==> src/core/attr_access_map.svh <==
// Functional notes
// - offset register keeps six-bit attribute offset
// - each controller memory has thirteen port pages
// - page bit 4 picks first or second controller
// - page low nibble names port one to thirteen
// - write byte goes to memory on write command
// - write byte accepted even while device busy
// - overflow location: controller bit 4, port low nibble
// - attribute code names counter wrapped to zero
// - codes one to twelve name counted attributes
// - recorded overflow also raises overflow interrupt flag
// - matching identity with port above thirteen flagged
`ifndef ATTR_ACCESS_MAP_SVH
`define ATTR_ACCESS_MAP_SVH

// ==========================================================
// register offsets
`define OFS_ATTR_OFFSET   8'h20
`define OFS_PAGE_SELECT   8'h21
`define OFS_WRITE_BYTE    8'h22
`define OFS_FIRST_ID      8'h30
`define OFS_SECOND_ID     8'h31
`define OFS_OVF_LOCATION  8'h40
`define OFS_OVF_CODE      8'h41

// ==========================================================
// field positions and limits
`define CTRL_SEL_BIT      4
`define FIRST_PORT        4'h1
`define LAST_PORT         4'hD
`define LAST_PORT_WIDE    5'h0D
`define FIRST_ATTR_CODE   8'h01
`define LAST_ATTR_CODE    8'h0C

// ==========================================================
// reset values
`define RST_ATTR_OFFSET   6'h00
`define RST_PORT          4'h0
`define RST_WRITE_BYTE    8'h00
`define RST_ID            6'h00
`define RST_OVF_PORT      4'h0
`define RST_OVF_CODE      8'h3F

`endif

==> src/core/attr_access_pkg.sv <==
package attr_access_pkg;

  // ========================================================
  // pins and carriers
  typedef struct packed {
    logic       ale;
    logic       cs_n;
    logic       rd_n;
    logic       wr_n;
    logic [7:0] ad;
  } cpu_pins_t;

  typedef struct packed {
    logic       ctrl;
    logic [3:0] port;
    logic [5:0] offset;
  } access_sel_t;

  typedef struct packed {
    logic        wr;
    logic        fill;
    logic [10:0] addr;
    logic [7:0]  data;
  } sram_req_t;

  typedef struct packed {
    logic       valid;
    logic       ctrl;
    logic [3:0] port;
    logic [7:0] code;
  } ovf_event_t;

  typedef struct packed {
    logic       valid;
    logic [5:0] id;
    logic [4:0] port;
  } mgmt_status_t;

  typedef struct packed {
    logic prev;
  } edge_state_t;

endpackage

==> src/core/edge_pulse.sv <==
`timescale 1ns/1ps
module edge_pulse
  import attr_access_pkg::*;
(
  input  wire logic clk,
  input  wire logic rst_n,
  input  wire logic level,
  output logic      fall
);

  edge_state_t st_reg;
  edge_state_t st_next;

  always_comb begin
    st_next      = st_reg;
    st_next.prev = level;
  end

  always_ff @(posedge clk or negedge rst_n) begin
    if (!rst_n) begin
      st_reg <= '0;
    end else begin
      st_reg <= st_next;
    end
  end

  assign fall = st_reg.prev & ~level;

endmodule

==> src/core/id_match.sv <==
`timescale 1ns/1ps
module id_match #(
  parameter int ID_W = 6
) (
  input  wire logic [ID_W-1:0] seen,
  input  wire logic [ID_W-1:0] held,
  output logic                 hit
);

  assign hit = (seen == held);

endmodule

==> src/core/attribute_access_registers.sv <==
`timescale 1ns/1ps
`include "attr_access_map.svh"
module attribute_access_registers
  import attr_access_pkg::*;
(
  input  wire logic         mclk,
  input  wire logic         rst_n,
  input  wire cpu_pins_t    cpu,
  output logic [7:0]        ad_out,
  output logic              ad_oe,
  input  wire logic         wr_cmd,
  input  wire logic         fill_cmd,
  input  wire ovf_event_t   ovf_in,
  input  wire mgmt_status_t mgmt_in,
  output access_sel_t       sel,
  output logic              page_ok,
  output logic              write_pending,
  output sram_req_t         sram_req,
  output logic              overflow_interrupt_flag,
  output logic              bad_line_number_flag
);

  // ========================================================
  // state
  typedef struct packed {
    logic [7:0]  addr;
    logic [7:0]  ad_q;
    logic [5:0]  attribute_offset;
    logic        controller_select;
    logic [3:0]  port;
    logic [7:0]  write_byte;
    logic        wpend;
    logic [5:0]  first_controller_identity_value;
    logic [5:0]  second_controller_identity_value;
    logic        overflow_controller_flag;
    logic [3:0]  ovf_port;
    logic [7:0]  overflow_code;
    logic [7:0]  ad_out;
    logic        ad_oe;
    logic        page_ok;
    sram_req_t   req;
    logic        ovf_irq;
    logic        bad_port;
    mgmt_status_t mg;
  } top_state_t;

  top_state_t st_reg;
  top_state_t st_next;
  logic [1:0] rst_sync_reg;
  logic       srst_n;
  logic       wr_end;
  logic       hit_first;
  logic       hit_second;
  logic [3:0] page_idx;
  logic [7:0] rd_val;
  logic       rd_mapped;
  logic       wr_to_offset;
  logic       wr_to_page;
  logic       wr_to_byte;
  logic       wr_to_first;
  logic       wr_to_second;
  logic       ovf_accept;
  logic       id_known;
  logic       port_too_high;
  logic       port_in_range;
  logic [7:0] offset_byte;
  logic [7:0] page_byte;
  logic [7:0] first_id_byte;
  logic [7:0] second_id_byte;
  logic [7:0] location_byte;

  // ========================================================
  // reset release
  // the pin may rise anywhere in the cycle; two flops keep
  // the state flops from seeing a half-released reset
  always_ff @(posedge mclk or negedge rst_n) begin
    if (!rst_n) begin
      rst_sync_reg <= 2'h0;
    end else begin
      rst_sync_reg <= {rst_sync_reg[0], 1'b1};
    end
  end
  assign srst_n = rst_sync_reg[1];

  // ========================================================
  // helpers
  // data is taken from the cycle before strobe release, so
  // a slow data bus edge at release time cannot corrupt it
  edge_pulse u_wr_edge (
    .clk   (mclk),
    .rst_n (srst_n),
    .level (~cpu.cs_n & ~cpu.wr_n),
    .fall  (wr_end)
  );

  id_match #(.ID_W(6)) u_match_first (
    .seen (st_reg.mg.id),
    .held (st_reg.first_controller_identity_value),
    .hit  (hit_first)
  );

  id_match #(.ID_W(6)) u_match_second (
    .seen (st_reg.mg.id),
    .held (st_reg.second_controller_identity_value),
    .hit  (hit_second)
  );

  // port 0 wraps to page 15, ports 14 and 15 take pages 13 and 14; page_ok tells the user
  assign page_idx = st_reg.port - `FIRST_PORT;

  // ========================================================
  // write decode
  // ad_q holds the byte seen in the last strobe-low cycle
  assign wr_to_offset = wr_end & (st_reg.addr == `OFS_ATTR_OFFSET);
  assign wr_to_page   = wr_end & (st_reg.addr == `OFS_PAGE_SELECT);
  assign wr_to_byte   = wr_end & (st_reg.addr == `OFS_WRITE_BYTE);
  assign wr_to_first  = wr_end & (st_reg.addr == `OFS_FIRST_ID);
  assign wr_to_second = wr_end & (st_reg.addr == `OFS_SECOND_ID);

  // ========================================================
  // event qualifiers
  // ids reset to zero, so status from id 0 can flag early
  assign ovf_accept    = ovf_in.valid &&
                         (ovf_in.code >= `FIRST_ATTR_CODE) &&
                         (ovf_in.code <= `LAST_ATTR_CODE);
  assign id_known      = hit_first | hit_second;
  assign port_too_high = st_reg.mg.port > `LAST_PORT_WIDE;
  assign port_in_range = (st_reg.port >= `FIRST_PORT) &&
                         (st_reg.port <= `LAST_PORT);

  // ========================================================
  // read bytes, reserved bits forced low
  assign offset_byte    = {2'h0, st_reg.attribute_offset};
  assign page_byte      = {3'h0, st_reg.controller_select,
                           st_reg.port};
  assign first_id_byte  = {2'h0, st_reg.first_controller_identity_value};
  assign second_id_byte = {2'h0, st_reg.second_controller_identity_value};
  assign location_byte  = {3'h0, st_reg.overflow_controller_flag,
                           st_reg.ovf_port};

  // ========================================================
  // read mux
  always_comb begin
    rd_val    = 8'h00;
    rd_mapped = 1'b1;
    case (st_reg.addr)
      `OFS_ATTR_OFFSET: begin
        rd_val = offset_byte;
      end
      `OFS_PAGE_SELECT: begin
        rd_val = page_byte;
      end
      `OFS_WRITE_BYTE: begin
        rd_val = st_reg.write_byte;
      end
      `OFS_FIRST_ID: begin
        rd_val = first_id_byte;
      end
      `OFS_SECOND_ID: begin
        rd_val = second_id_byte;
      end
      `OFS_OVF_LOCATION: begin
        // reads have no side effects, so a stray strobe is harmless
        rd_val = location_byte;
      end
      `OFS_OVF_CODE: begin
        rd_val = st_reg.overflow_code;
      end
      default: begin
        rd_mapped = 1'b0;
      end
    endcase
  end

  // ========================================================
  // next state
  always_comb begin
    st_next      = st_reg;
    st_next.ad_q = cpu.ad;
    if (cpu.ale) begin
      st_next.addr = cpu.ad;
    end

    // other register addresses belong to other blocks
    st_next.ad_oe  = ~cpu.cs_n & ~cpu.rd_n & rd_mapped;
    st_next.ad_out = rd_val;

    // writes elsewhere are ignored; the address latch stays free
    if (wr_to_offset) begin
      st_next.attribute_offset = st_reg.ad_q[5:0];
    end
    if (wr_to_page) begin
      st_next.controller_select = st_reg.ad_q[`CTRL_SEL_BIT];
      st_next.port              = st_reg.ad_q[3:0];
    end
    if (wr_to_byte) begin
      // never blocked by the sequencer being busy
      st_next.write_byte = st_reg.ad_q;
    end
    if (wr_to_first) begin
      st_next.first_controller_identity_value = st_reg.ad_q[5:0];
    end
    if (wr_to_second) begin
      st_next.second_controller_identity_value = st_reg.ad_q[5:0];
    end

    st_next.page_ok = port_in_range;

    // hand the held byte to the memory sequencer
    st_next.req.wr   = wr_cmd;
    st_next.req.fill = wr_cmd & fill_cmd;
    if (wr_cmd) begin
      st_next.req.data = st_reg.write_byte;
      st_next.req.addr = {st_reg.controller_select, page_idx,
                          st_reg.attribute_offset};
    end
    // a fresh write in the same cycle keeps the byte pending
    if (wr_to_byte) begin
      st_next.wpend = 1'b1;
    end else if (wr_cmd) begin
      st_next.wpend = 1'b0;
    end

    // overflow recording; codes outside the table are dropped
    // back to back events: the later one wins
    st_next.ovf_irq = 1'b0;
    if (ovf_accept) begin
      st_next.overflow_controller_flag = ovf_in.ctrl;
      st_next.ovf_port      = ovf_in.port;
      st_next.overflow_code = ovf_in.code;
      st_next.ovf_irq       = 1'b1;
    end

    // management status check, two cycles behind its input
    st_next.mg       = mgmt_in;
    st_next.bad_port = st_reg.mg.valid && id_known &&
                       port_too_high;
  end

  always_ff @(posedge mclk or negedge srst_n) begin
    if (!srst_n) begin
      st_reg.addr                             <= 8'h00;
      st_reg.ad_q                             <= 8'h00;
      st_reg.attribute_offset                 <= `RST_ATTR_OFFSET;
      st_reg.controller_select                <= 1'h0;
      st_reg.port                             <= `RST_PORT;
      st_reg.write_byte                       <= `RST_WRITE_BYTE;
      st_reg.wpend                            <= 1'h0;
      st_reg.first_controller_identity_value  <= `RST_ID;
      st_reg.second_controller_identity_value <= `RST_ID;
      st_reg.overflow_controller_flag         <= 1'h0;
      st_reg.ovf_port                         <= `RST_OVF_PORT;
      st_reg.overflow_code                    <= `RST_OVF_CODE;
      st_reg.ad_out                           <= 8'h00;
      st_reg.ad_oe                            <= 1'h0;
      st_reg.page_ok                          <= 1'h0;
      st_reg.req                              <= '0;
      st_reg.ovf_irq                          <= 1'h0;
      st_reg.bad_port                         <= 1'h0;
      st_reg.mg                               <= '0;
    end else begin
      st_reg <= st_next;
    end
  end

  // ========================================================
  // outputs
  assign ad_out                  = st_reg.ad_out;
  assign ad_oe                   = st_reg.ad_oe;
  assign sel                     = {st_reg.controller_select,
                                    st_reg.port,
                                    st_reg.attribute_offset};
  assign page_ok                 = st_reg.page_ok;
  assign write_pending           = st_reg.wpend;
  assign sram_req                = st_reg.req;
  assign overflow_interrupt_flag = st_reg.ovf_irq;
  assign bad_line_number_flag    = st_reg.bad_port;

endmodule

==> config.mk <==
export PLATFORM = sky130hd
export DESIGN_NAME = attribute_access_registers
export DESIGN_NICKNAME = d
export VERILOG_FILES = /design/src/core/attr_access_pkg.sv /design/src/core/edge_pulse.sv /design/src/core/id_match.sv /design/src/core/attribute_access_registers.sv
export VERILOG_INCLUDE_DIRS = /design/src /design/src/core
export SDC_FILE = /design/constraint.sdc
export NUM_CORES = 1
export LEC_CHECK = 0
export BUFFER_PORTS_ARGS = -buffer_cell sky130_fd_sc_hd__clkbuf_2
export CELL_PAD_IN_SITES_DETAIL_PLACEMENT = 1
export CELL_PAD_IN_SITES_GLOBAL_PLACEMENT = 1
export CORE_MARGIN = 5
export CORE_UTILIZATION = 42
export CTS_BUF_LIST = sky130_fd_sc_hd__clkbuf_8
export DETAILED_ROUTE_END_ITERATION = 8
export PLACE_DENSITY = 0.84
export SLEW_MARGIN = 5
export SYNTH_ARGS = -nofsm -noshare
export SYNTH_HDL_FRONTEND = slang
export SYNTH_SLANG_ARGS = --single-unit
export TNS_END_PERCENT = 100
==> constraint.sdc <==
create_clock -name mclk -period 3.22 [get_ports mclk]
set_input_delay 0.644 -clock mclk [delete_from_list [all_inputs] [get_ports mclk]]
set_output_delay 0.644 -clock mclk [all_outputs]
set_load 0.03 [all_outputs]
After elaboration in Yosys (flattened, before gate mapping):

Index checks and enable logic that the tools add are counted.

* register bits after elaboration: 109
* output and inout port bits: 45
* logic and storage cells: 68

* add/subtract/negate cells: 1
* $lt $le $gt $ge: 5
* equality and inequality tests: 9
* multiplexer cells: 5
* bitwise operators: 15
* reductions and logical operators: 7

Operator list (count)
* $pmux W8 S7: 1
* $eq A8 B6 Y1 const B: 5
* $eq A8 B7 Y1 const B: 2
* $eq A6 B6 Y1: 2
* $and A1 B1 Y1: 10
* $ge A8 B1 Y1 const B: 1
* $le A8 B4 Y1 const B: 1
* $reduce_or A7 Y1: 1
* $gt A5 B4 Y1 const B: 1
* $logic_and A1 B1 Y1: 5
* $ge A4 B1 Y1 const B: 1
* $le A4 B4 Y1 const B: 1
* $mux W1: 4
* $not A1 Y1: 4
* $sub A4 B1 Y4 const B: 1
* $reduce_bool A2 Y1: 1
* $or A1 B1 Y1: 1

Logic depth before layout (Yosys ltp):

Gate-level depths: netlist (run 1).

* depth in word-level cells: 6
* mapped depth: 7
* gate-level depth less buffers: 5

Cells and area by module:

From an unflattened synthesis (run 1), not the netlist that was laid out.

* cell total of the unflattened synthesis: 339
* area total of the unflattened synthesis: 4633.2 µm²

By module, submodules not included
* attribute_access_registers: instances 1, cells an instance 321, area each 4456.8 µm², sequential area each 2685.1 µm²
* id_match: instances 2, cells an instance 8, area each 68.8 µm², sequential area each 0.0 µm²
* edge_pulse: instances 1, cells an instance 2, area each 38.8 µm², sequential area each 25.0 µm²

Worst setup path after synthesis (run 1):

Ideal clock, no wire load.

* kind: input-to-reg
* from: in ovf_in[2] (netlist name)
* to: reg st_reg, in the netlist location_byte[0]
* library setup time: 0.125 ns
* arrival time: 1.983 ns
* required time: 3.095 ns
* setup slack: 1.112 ns
* cell stages on the path: 4
* path buffers: 1
* cell sequence: or4_1 -> nand4_1 -> clkbuf_1 -> mux2_2

* cells in the longest elaborated chain, start to end: 3
* elaborated cells on any way between the ends: 4
* those cells by class: order compare: 2; reduce/logical: 2

RTL lines
* from (decl): line attribute_access_registers.sv:13 `input wire ovf_event_t ovf_in,`
* $ge A8 B1 Y1 (no source line)
* $logic_and A1 B1 Y1: line attribute_access_registers.sv:123 `assign ovf_accept = ovf_in.valid &&`
* $logic_and A1 B1 Y1 (*): line attribute_access_registers.sv:123
* to (signal assigned): line attribute_access_registers.sv:262 `st_reg <= st_next;`
* to (decl): line attribute_access_registers.sv:47 `top_state_t st_reg;`

Mark *: on every way between the ends. The rest lies on a longest branch, timed or not.
A chain may end at the register's enable or synchronous reset.

Worst setup path in the final report (run 1):

* from: reg st_reg[105] (netlist name)
* to: reg st_reg[71] (netlist name)

* cells in the longest elaborated chain, start to end: 2

RTL lines
* $eq A8 B6 Y1
* $and A1 B1 Y1: line attribute_access_registers.sv:116 `` assign wr_to_byte = wr_end & (st_reg.addr == `OFS_WRITE_BYTE); ``

No other way between the ends.

==> parameters.txt, run 1 <==
Parameter                              Value

Power
  Static power due to leakage ... 0.00252 uW
  Worst vdd ir ... roughly 0.18 mV
  Power per unit of standard cell area ... around 530 nW/um^2

GRT
  Vias in the first global route ... slightly above 3k
  Combined global-route utilization of all metal layers ... 16.5%
  Met3 Use GR ... under 10%
  Maximum number of pins on one net before global-route repair ... 60
  Met2 Use GR ... a little over a quarter
  Met1 track utilization from global routing ... around a fifth
  Global-route congestion overflow total ... 0
  Initial antenna violation count ... 0
  Wire length of the first global-routing pass ... 16400 um
  GRT busiest layer ... met2

Clock network
  Post-CTS setup repair buffer count ... 0
  Total of cells resized after clock tree synthesis ... 0
  Clock tree buffer depth ... 2
  Clock root cell ... clkbuf_8
  Clock tree from TritonCTS ... done
  CTS Hold Buffers Added ... 0
  Number of buffers created by CTS ... 9
  Total number of H-tree levels ... 3
  Number of clock sinks ... about 110
  Post-CTS clock slew at the launch and capture registers of the worst setup and hold paths ... roughly 0.1 ns
  Clock insertion delay at the later pin of the skew report ... ~0.38 ns

STA
  RSZ-0062 raised after global routing ... false
  Sum Neg Setup Slack ... 0 ns
  Worst-Margin Slew ... 1.09 ns
  Max Transition Viols Final ... 0
  Minimum period implied by the final worst setup slack ... around 2.6 ns
  Hold violation count in the final report ... 0
  Peak Freq ... 388 MHz
  Fin crit share ... between 80% and 90%
  Post-route clock skew ... between 0.01 and 0.015 ns
  Final count of negative-setup-slack endpoints ... 0
  Remaining max-slew budget at the tightest pin ... between 20 and 30%

Logic synthesis
  Gate Count Post-Synth ... between 300 and 400
  Netlist area before placement ... about 4600 um^2
  Share of the yosys chip area belonging to registers ... 58.8%
  Syn_nets ... roughly 380
  Dominant register cell in the synthesized netlist ... dfrtp_1
  Mean Syn Cell Area ... approximately 14 um^2
  Fraction of synthesis flops using an asynchronous set or reset pin ... 100%
  Number of synthesized register bits ... 108
  Number of warnings issued by yosys ... 0
  Number of enable flip-flop cells after synthesis ... 0
  Distinct cells, synth ... 44

Critical path
  Number of buffers and inverters on the critical path ... 0
  Worst-path cell chain ... or3b_1 -> or2_4 -> nor4b_4 -> mux2_2
  Crit-path slowest cell ... or3b_1
  Setup Crit Path Kind ... flip-flop to flip-flop
  Largest fanout on the critical path ... 13
  Maximum cell stage delay along the critical path ... around 0.62 ns
  Critical path data arrival time ... roughly 2.9 ns
  Cell family contributing the most delay on the critical path ... simple AND/OR/NAND/NOR gates
  CP Data Required Time ... between 3 and 4 ns
  Worst Setup Start Kind ... flip-flop
  Endpoint type of the worst setup path ... flip-flop

Final layout
  Most common cell after layout, fill and taps aside ... dfrtp_1
  Area growth syn-to-layout ... 11.3%
  Number of nets at the end of the flow ... between 400 and 500
  Share of final-layout standard cells stronger than drive strength 1 ... 45.8%
  Diode insertion count for antenna repair ... 0
  Most frequent cells in the layout ... 101 x dfrtp_1, 85 x clkbuf_2, 65 x mux2_2, 11 x nor2_1, 11 x clkbuf_8
  Largest register FFs ... 43
  Post-layout util ... 47.5%
  Layout Cells excl Fill ... between 500 and 600

Routing
  Drt first pass iters ... 4
  Final routed wire length divided by cell count ... ~19 um
  Sum of routed wire length over all layers ... 10200 um
  Ratio of routed vias to standard cells ... 5.07
  Drt drc ... 0
  Antenna viol nets, final ... 0
  Detailed router's first-iteration violation count ... between 70 and 80
  DR vias ... 2694

Die
  Area of the die ... roughly 13000 um^2
  Floorplan die height ... 115 um
  Die W ... about 110 um
  FP Rows ... 38
  Initial cell density of the core ... between 40% and 50%
  I/O Pins ... between 80 and 90
  Floorplan Core Area ... 10800 um^2

Place
  Placed cell count ... 515
  Input/output buffers ... 85
  Routability-driven placement congestion ratio ... about 0.86
  Placed wire-length estimate after detailed placement ... roughly 7500 um

Min path
  Worst hold-check path type ... input pin to asynchronous set/reset pin

Run
  Reported max-cap violation count ... 0

Outcome
  Run status ... complete, no violations
## through the flow
| step | power (uW) | hold WS [ns] | setup slack, ns | instance area (um^2) |
|---|---|---|---|---|
| floorplan | 1750 | 0.331 | 1.11 | 4610 |
| global placement | 1820 | 0.338 | 0.727 | 4900 |
| detailed placement | 1840 | 0.341 | 0.676 | 4900 |
| CTS | 2770 | 0.00623 | 0.619 | 5120 |
| global route | 2860 | 0.000692 | 0.514 | 5120 |
| finish | 2730 | 0.0274 | 0.640 | 5120 |
## power by group
part / internal [uW] / switching [uW]
logic: 120 / 141
registers: 1450 / 95.9
clock network: 477 / 452
## area by class of cell
class                      count  area, um^2
clock buffer                  11         151
fill                        1123        5670
sequential                   108        2710
tap                          140         175
inverter                       5        18.8
timing repair buffer          87         453
multi-input combinational    175        1540
clock inverter                 5        76.3
## logic make-up (layout without fill, tap and decap cells)
logic type | Yosys count | count (layout) | share of synthesized area [%]
flip-flops | 108 | 108 | 58.8
multiplexers | 75 | 75 | 18.1
adder cells (fa/ha/maj) | 2 | 2 | 0.543
buffers and inverters | 55 | 108 | 7.80
AND/OR/NAND/NOR | 49 | 49 | 7.04
other | 1 | 1 | 0.0814
AO/OA/AOI/OAI | 35 | 35 | 5.16
XOR/XNOR | 13 | 13 | 2.47
## worst paths after layout
kind / cells after the start / end / from / slack [ns]
setup / recovery: 4 / st_reg[71] / st_reg[105] / 0.64
hold / removal: 1 / rst_sync_reg[0] / rst_n / 0.03
setup reg to reg: 4 / st_reg[71] / st_reg[105] / 0.64
hold reg to reg: 0 / st_reg[3] / rst_sync_reg[1] / 0.36
max in group asynchronous: 1 / st_reg[45] / rst_sync_reg[1] / 2.08
min in group mclk: 1 / st_reg[10] / mgmt_in[10] / 0.36
## cell usage after synthesis (3+ instances only)
library cell | count | area, um^2
nor3_1 | 3 | 15.0
dfstp_2 | 6 | 158
a21oi_1 | 8 | 40.0
dfrtp_1 | 102 | 2550
a22o_1 | 3 | 26.3
xnor2_1 | 5 | 43.8
nor2_1 | 11 | 41.3
o21ai_0 | 7 | 35.0
o2bb2ai_1 | 4 | 35.0
nand3_1 | 4 | 20.0
inv_1 | 5 | 18.8
nand2b_1 | 3 | 18.8
clkbuf_1 | 8 | 30.0
and2_1 | 6 | 37.5
xor2_1 | 8 | 70.1
a22oi_1 | 4 | 30.0
nor4_1 | 4 | 25.0
mux2_2 | 65 | 732
buf_4 | 40 | 300
mux2i_1 | 10 | 100
## metal layers
layer | routed length, um | part of all wire (%)
met5 | 0 | 0
met4 | 294 | 2.9
met3 | 557 | 5.5
met2 | 5080 | 50
met1 | 4280 | 42
No activity file was read; power rests on OpenSTA's default activity.
==> run 2, diff against run 1 <==
==> constraint.sdc (replaced) <==
create_clock -name mclk -period 2.3 [get_ports mclk]
set_input_delay 0.46 -clock mclk [delete_from_list [all_inputs] [get_ports mclk]]
set_output_delay 0.46 -clock mclk [all_outputs]
set_load 0.03 [all_outputs]
==> run 2 against run 1 <==
Compared with the run above:
- register-to-register slack worse by 0.36 ns
- highest routed layer unchanged
- via count increased by 3.9%
- combinational power rose by 55%
- largest cell class unchanged
- flip-flop and latch count stayed put
- sequential power rose by 39%
- clock-buffer cell count fell by 2
==> parameters.txt, run 2 (synthesis gave the netlist of run 1 again) <==
Parameter                              Value

Die
  Floorplan die height ... 115 um (unchanged)
  Die W ... 115 um (unchanged)
  Initial cell density of the core ... 42.7% (unchanged)
  Floorplan Core Area ... 10800 um^2 (unchanged)
  I/O Pins ... 87 (unchanged)
  Area of the die ... 13200 um^2 (unchanged)
  FP Rows ... 38 (unchanged)

Power
  Switching power summed over all nets ... 967 uW (+40%)
  Clock Power Share ... 30.7% (-3.3 points)
  Power per unit of standard cell area ... 710 nW/um^2 (+33%)
  Worst vdd ir ... 0.283 mV (+57%)
  Sequential power share ... 58.3% (+1.8 points)
  Fraction of power consumed by combinational cells ... 11.0% (+1.5 points)
  Switch share ... 26.3% (+1.1 points)
  Cell internal power dissipation ... 2710 uW (+32%)
  Static power due to leakage ... 0.00256 uW (+1.7%)

Outcome
  Run status ... complete, no violations

GRT
  Vias in the first global route ... 3057 (+0.23%)
  Met2 Use GR ... 26.9% (+0.27 points)
  Combined global-route utilization of all metal layers ... 16.3% (-0.17 points)
  GRT busiest layer ... met2
  Wire length of the first global-routing pass ... 16300 um (-0.17%)
  Global-route congestion overflow total ... 0 (unchanged)
  Met1 track utilization from global routing ... 21.2% (+0.022 points)
  Initial antenna violation count ... 0 (unchanged)
  Met3 Use GR ... 3.70% (+0.42 points)
  Maximum number of pins on one net before global-route repair ... 38 (-37%)

Min path
  Hold Crit Depth ... 1
  Worst min-delay path endpoint ... st_reg[1]
  Hold path startpoint ... mgmt_in[1]
  Worst hold-check path type ... input pin to flip-flop

Critical path
  CP Data Required Time ... 2.57 ns (-0.92 ns)
  Largest fanout on the critical path ... 9 (-4)
  Endpoint type of the worst setup path ... flip-flop
  Terminus of the critical flop-to-flop path ... st_reg[71]
  Worst R2R Start ... st_reg[104]
  Flop2flop setup slack ... 0.28 ns (-0.36 ns)
  Worst Reg2Reg Path Length in Cells ... 5 (+1)
  Worst Setup Start Kind ... flip-flop
  Setup Crit Path Kind ... flip-flop to flip-flop
  Critical path data arrival time ... 2.28 ns (-0.57 ns)

STA
  Minimum period implied by the final worst setup slack ... 2.02 ns (-0.562 ns)
  Worst-Margin Slew ... 0.585 ns (-0.506 ns)
  RSZ-0062 raised after global routing ... false
  Remaining max-slew budget at the tightest pin ... 61.0% (+34 points)
  Sum Neg Setup Slack ... 0 ns (unchanged)
  Fin crit share ... 87.8% (+7.6 points)
  Final count of negative-setup-slack endpoints ... 0 (unchanged)
  Min Hold Slack ... 0.174 ns (+0.147 ns)
  Max Transition Viols Final ... 0 (unchanged)
  Peak Freq ... 495 MHz (+28%)
  Post-route clock skew ... 0.00893 ns (-0.00210 ns)
  Hold violation count in the final report ... 0 (unchanged)

Clock network
  Clock insertion delay at the later pin of the skew report ... 0.38 ns (about the same)
  Clock tree buffer depth ... 2 (unchanged)
  Total number of H-tree levels ... 3 (unchanged)
  Total of cells resized after clock tree synthesis ... 0 (unchanged)
  Post-CTS clock slew at the launch and capture registers of the worst setup and hold paths ... 0.10 ns (about the same)
  Clock tree from TritonCTS ... done
  Clock root cell ... clkbuf_8
  Post-CTS setup repair buffer count ... 0 (unchanged)
  Number of buffers created by CTS ... 9 (unchanged)
  Number of clock sinks ... 108 (unchanged)

Routing
  Drt drc ... 0 (unchanged)
  Drt first pass iters ... 4 (unchanged)
  Sum of routed wire length over all layers ... 10200 um (-0.52%)
  Detailed router's first-iteration violation count ... 96 (+22%)
  Ratio of routed vias to standard cells ... 5.14 (+1.4%)
  DR vias ... 2798 (+3.9%)
  Final routed wire length divided by cell count ... 18.7 um (-2.9%)
  Antenna viol nets, final ... 0 (unchanged)

Final layout
  Area growth syn-to-layout ... 12.4%
  Share of final-layout standard cells stronger than drive strength 1 ... 47.3% (+1.5 points)
  Area taken by multi-input logic gates ... 1540 um^2 (unchanged)
  Area occupied by registers ... 2710 um^2 (unchanged)
  Number of nets at the end of the flow ... 443 (+3.0%)
  Diode insertion count for antenna repair ... 0 (unchanged)
  Fill cell instance count of the final layout ... 1151 (+2.5%)
  Most frequent cells in the layout ... 101 x dfrtp_1, 85 x clkbuf_2, 65 x mux2_2, 14 x buf_4, 11 x nor2_1
  Most common cell after layout, fill and taps aside ... dfrtp_1
  Largest register FFs ... 43 (unchanged)

Place
  Placed wire-length estimate after detailed placement ... 7750 um (+4.0%)
  Input/output buffers ... 85 (unchanged)
  Routability-driven placement congestion ratio ... 0.832 (-3.2%)

Run
  Reported max-cap violation count ... 0 (unchanged)
-- run 2: worst max-delay path: stages (launching register included) --
cell,delay [ns]
dfrtp_1,0.43
or3b_1,0.39
or2_4,0.30
nor4b_4,0.20
buf_4,0.23
mux2_2,0.35
-- run 2: layout make-up --
class | instances | share of cell area [%]
tap | 140 | 3.38
timing repair buffer | 100 | 10.4
multi-input combinational | 175 | 29.7
inverter | 5 | 0.362
clock buffer | 9 | 2.39
sequential | 108 | 52.4
clock inverter | 7 | 1.33
-- run 2: power by group through the flow --
stage	clock (uW)	sequential [uW]	combinational, uW
global placement	0	2170	392
finish	1130	2140	405
floorplan	0	2160	297
CTS	1160	2150	413
global route	1240	2160	443
detailed placement	0	2180	409
-- run 2: worst max-delay path by stage --
stage                   endpoint        start  depth (start not counted)
2_1_floorplan         st_reg[71]  st_reg[105]                          4
3_3_place_gp              sel[5]  st_reg[104]                          4
4_1_cts                   sel[3]  st_reg[104]                          4
6_report              st_reg[71]  st_reg[104]                          5
3_5_place_dp              sel[3]  st_reg[104]                          4
5_1_grt        second_id_byte[5]  st_reg[104]                          5
-- run 2: routing by layer --
layer  vias up  wire [um]  share of wire (%)
met5         -          0                  0
met1      1447       4350                 43
met4         0        182                1.8
met3        12        465                4.6
met2        66       5160                 51
li1       1273          -                  -
-- run 2: repair_timing --
action / CTS / global route
hold buffers: 1 / 0
hold endpoints to repair: 2 / 0
endpoints found under the setup margin: 0 / 0
-- run 2: metrics by stage --
step           power [uW]  std cells  worst slack (ns)  instance area, um^2  utilization (%)
5_1_grt              3850        544             0.182                 5180             48.0
6_report             3680        544             0.282                 5180             48.0
4_1_cts              3720        544             0.284                 5180             48.0
3_3_place_gp         2560        527             0.333                 4970             46.1
3_5_place_dp         2590        527             0.292                 4970             46.1
2_1_floorplan        2450        338             0.231                 4610                -
==> run 3, diff against run 2 <==
--- a/config.mk
+++ b/config.mk
@@ -7,8 +7,10 @@
 export NUM_CORES = 1
 export LEC_CHECK = 0
 export BUFFER_PORTS_ARGS = -buffer_cell sky130_fd_sc_hd__clkbuf_2
+export CAP_MARGIN = 0
 export CELL_PAD_IN_SITES_DETAIL_PLACEMENT = 1
 export CELL_PAD_IN_SITES_GLOBAL_PLACEMENT = 1
+export CORE_ASPECT_RATIO = 1.4
 export CORE_MARGIN = 5
 export CORE_UTILIZATION = 42
 export CTS_BUF_LIST = sky130_fd_sc_hd__clkbuf_8
==> run 3 against run 2 <==
Compared with the run above:
- maximum frequency down 4.5%
- global-route usage increased by 0.28 points
- clock power shrank 15%
- wire length up 2.4%
- critical path type unchanged
- critical path depth fell by 1
- cell area down 0.92%
- sequential power about the same
- register-to-register slack got worse by 0.096 ns
==> parameters.txt, run 3 (synthesis gave the netlist of run 1 again) <==
Parameter                              Value

GRT
  Global-route congestion overflow total ... 0 (unchanged)
  Vias in the first global route ... 3211 (+5.0%)
  Maximum number of pins on one net before global-route repair ... 45 (+18%)
  Initial antenna violation count ... 0 (unchanged)
  Wire length of the first global-routing pass ... 17000 um (+4.4%)
  Combined global-route utilization of all metal layers ... 16.6% (+0.28 points)

Routing
  Drt drc ... 0 (unchanged)
  Detailed router's first-iteration violation count ... 66 (-31%)
  Drt first pass iters ... 4 (unchanged)
  Sum of routed wire length over all layers ... 10400 um (+2.4%)
  Ratio of routed vias to standard cells ... 5.20 (+1.2%)
  DR vias ... 2820 (+0.79%)
  Antenna viol nets, final ... 0 (unchanged)
  Final routed wire length divided by cell count ... 19.2 um (+2.8%)

Critical path
  Number of buffers and inverters on the critical path ... 0 (-1)
  Crit-path slowest cell ... dfrtp_1
  Maximum cell stage delay along the critical path ... 0.51 ns (+0.08 ns)
  Worst Reg2Reg Path Length in Cells ... 4 (-1)
  Cell family contributing the most delay on the critical path ... simple AND/OR/NAND/NOR gates
  Number of stages on the worst setup path ... 4 (-1)
  Worst Setup Start Kind ... flip-flop
  Endpoint type of the worst setup path ... flip-flop
  CP Data Required Time ... 2.55 ns (-0.02 ns)
  Critical path data arrival time ... 2.37 ns (+0.09 ns)
  Setup Crit Path Kind ... flip-flop to flip-flop
  Worst-path cell chain ... nor3_1 -> nand2_1 -> nor3_2 -> mux2_2
  Largest fanout on the critical path ... 9 (unchanged)

STA
  Max Transition Viols Final ... 0 (unchanged)
  RSZ-0062 raised after global routing ... false
  Setup WS post-layout ... 0.186 ns (-0.0957 ns)
  Hold violation count in the final report ... 0 (unchanged)
  Final count of negative-setup-slack endpoints ... 0 (unchanged)
  Fin crit share ... 91.9% (+4.2 points)
  Sum Neg Setup Slack ... 0 ns (unchanged)
  Remaining max-slew budget at the tightest pin ... 56.8% (-4.2 points)
  Peak Freq ... 473 MHz (-4.5%)
  Worst-Margin Slew ... 0.648 ns (+0.0629 ns)
  Post-route clock skew ... 0.0120 ns (+0.00312 ns)
  Minimum period implied by the final worst setup slack ... 2.11 ns (+0.0957 ns)

Final layout
  Area growth syn-to-layout ... 11.4%
  Most frequent cells in the layout ... 101 x dfrtp_1, 85 x clkbuf_2, 65 x mux2_2, 11 x nor2_1
  Most common cell after layout, fill and taps aside ... dfrtp_1
  Number of nets at the end of the flow ... 440 (-0.68%)
  Diode insertion count for antenna repair ... 0 (unchanged)
  Share of final-layout standard cells stronger than drive strength 1 ... 46.1% (-1.1 points)
  Largest register FFs ... 43 (unchanged)

Min path
  Hold Crit Depth ... 1 (unchanged)
  Worst hold-check path type ... input pin to flip-flop

Die
  Floorplan Core Area ... 10800 um^2 (+0.16%)
  FP Rows ... 45 (+18%)
  Floorplan die height ... 134 um (+17%)
  Initial cell density of the core ... 42.6% (-0.069 points)
  I/O Pins ... 87 (unchanged)
  Area of the die ... 13200 um^2 (+0.22%)
  Die W ... 98.5 um (-14%)

Power
  Worst vdd ir ... 0.259 mV (-8.6%)
  Power per unit of standard cell area ... 683 nW/um^2 (-3.8%)
  Static power due to leakage ... 0.00255 uW (-0.49%)
  Tot Pwr ... 3500 uW (-4.7%)

Outcome
  Run status ... complete, no violations

Clock network
  Clock tree buffer depth ... 2 (unchanged)
  Clock tree from TritonCTS ... done
  Clock insertion delay at the later pin of the skew report ... 0.37 ns (about the same)
  Clock root cell ... clkbuf_8
  Post-CTS clock slew at the launch and capture registers of the worst setup and hold paths ... 0.10 ns (about the same)
  Total of cells resized after clock tree synthesis ... 0 (unchanged)
  CTS Hold Buffers Added ... 1 (unchanged)
  Number of clock sinks ... 108 (unchanged)
  Post-CTS setup repair buffer count ... 0 (unchanged)
  Total number of H-tree levels ... 3 (unchanged)
  Number of buffers created by CTS ... 9 (unchanged)

Run
  Reported max-cap violation count ... 0 (unchanged)

Place
  Pre-CTS setup slack ... 0.195 ns (-0.0971 ns)
  Input/output buffers ... 85 (unchanged)
  Routability-driven placement congestion ratio ... 0.887 (+6.6%)
  Placed wire-length estimate after detailed placement ... 8250 um (+6.4%)
run 3: changes by cell type in the layout (fill, tap and decap cells not counted), sizes merged:
cell,change
buf,-3
bufinv,-1
clkinvlp,-1
inv,+3
clkinv,-1
run 3: routing by layer:
layer	routed length (um)	GRT usage, %
met5	0	0
met4	349	7.82
met3	384	3.28
met2	5780	29.9
met1	3890	18.5
run 3: worst paths after layout:
kind                                 start    endpoint  slack (ns)
hold / removal                  mgmt_in[7]   st_reg[7]        0.19
setup reg to reg                st_reg[99]      sel[8]        0.19
setup / recovery                st_reg[99]      sel[8]        0.19
max in group asynchronous  rst_sync_reg[1]  st_reg[50]        1.37
min in group asynchronous  rst_sync_reg[1]  st_reg[92]        0.27
hold reg to reg            rst_sync_reg[1]  st_reg[92]        0.27
run 3: area by class of cell:
type | count | area (um^2)
clock buffers | 9 | 124
clock inverters | 7 | 30.0
fillers | 1156 | 5680
inverters | 5 | 18.8
multi-input cells | 175 | 1540
flip-flops and latches | 108 | 2710
well taps | 141 | 176
repair buffers | 97 | 531
run 3: power by group:
part / switching, uW / internal, uW
combinational: 218 / 178
clock: 583 / 374
sequential: 123 / 2030
run 3: per-stage QoR:
step / hold WS, ns / instances / util, % / cell area [um^2]
floorplan: 0.164 / 338 / - / 4610
global placement: 0.248 / 525 / 45.9 / 4970
detailed placement: 0.250 / 525 / 45.9 / 4970
CTS: 0.178 / 542 / 47.5 / 5130
global route: 0.167 / 542 / 47.5 / 5130
finish: 0.194 / 542 / 47.5 / 5130
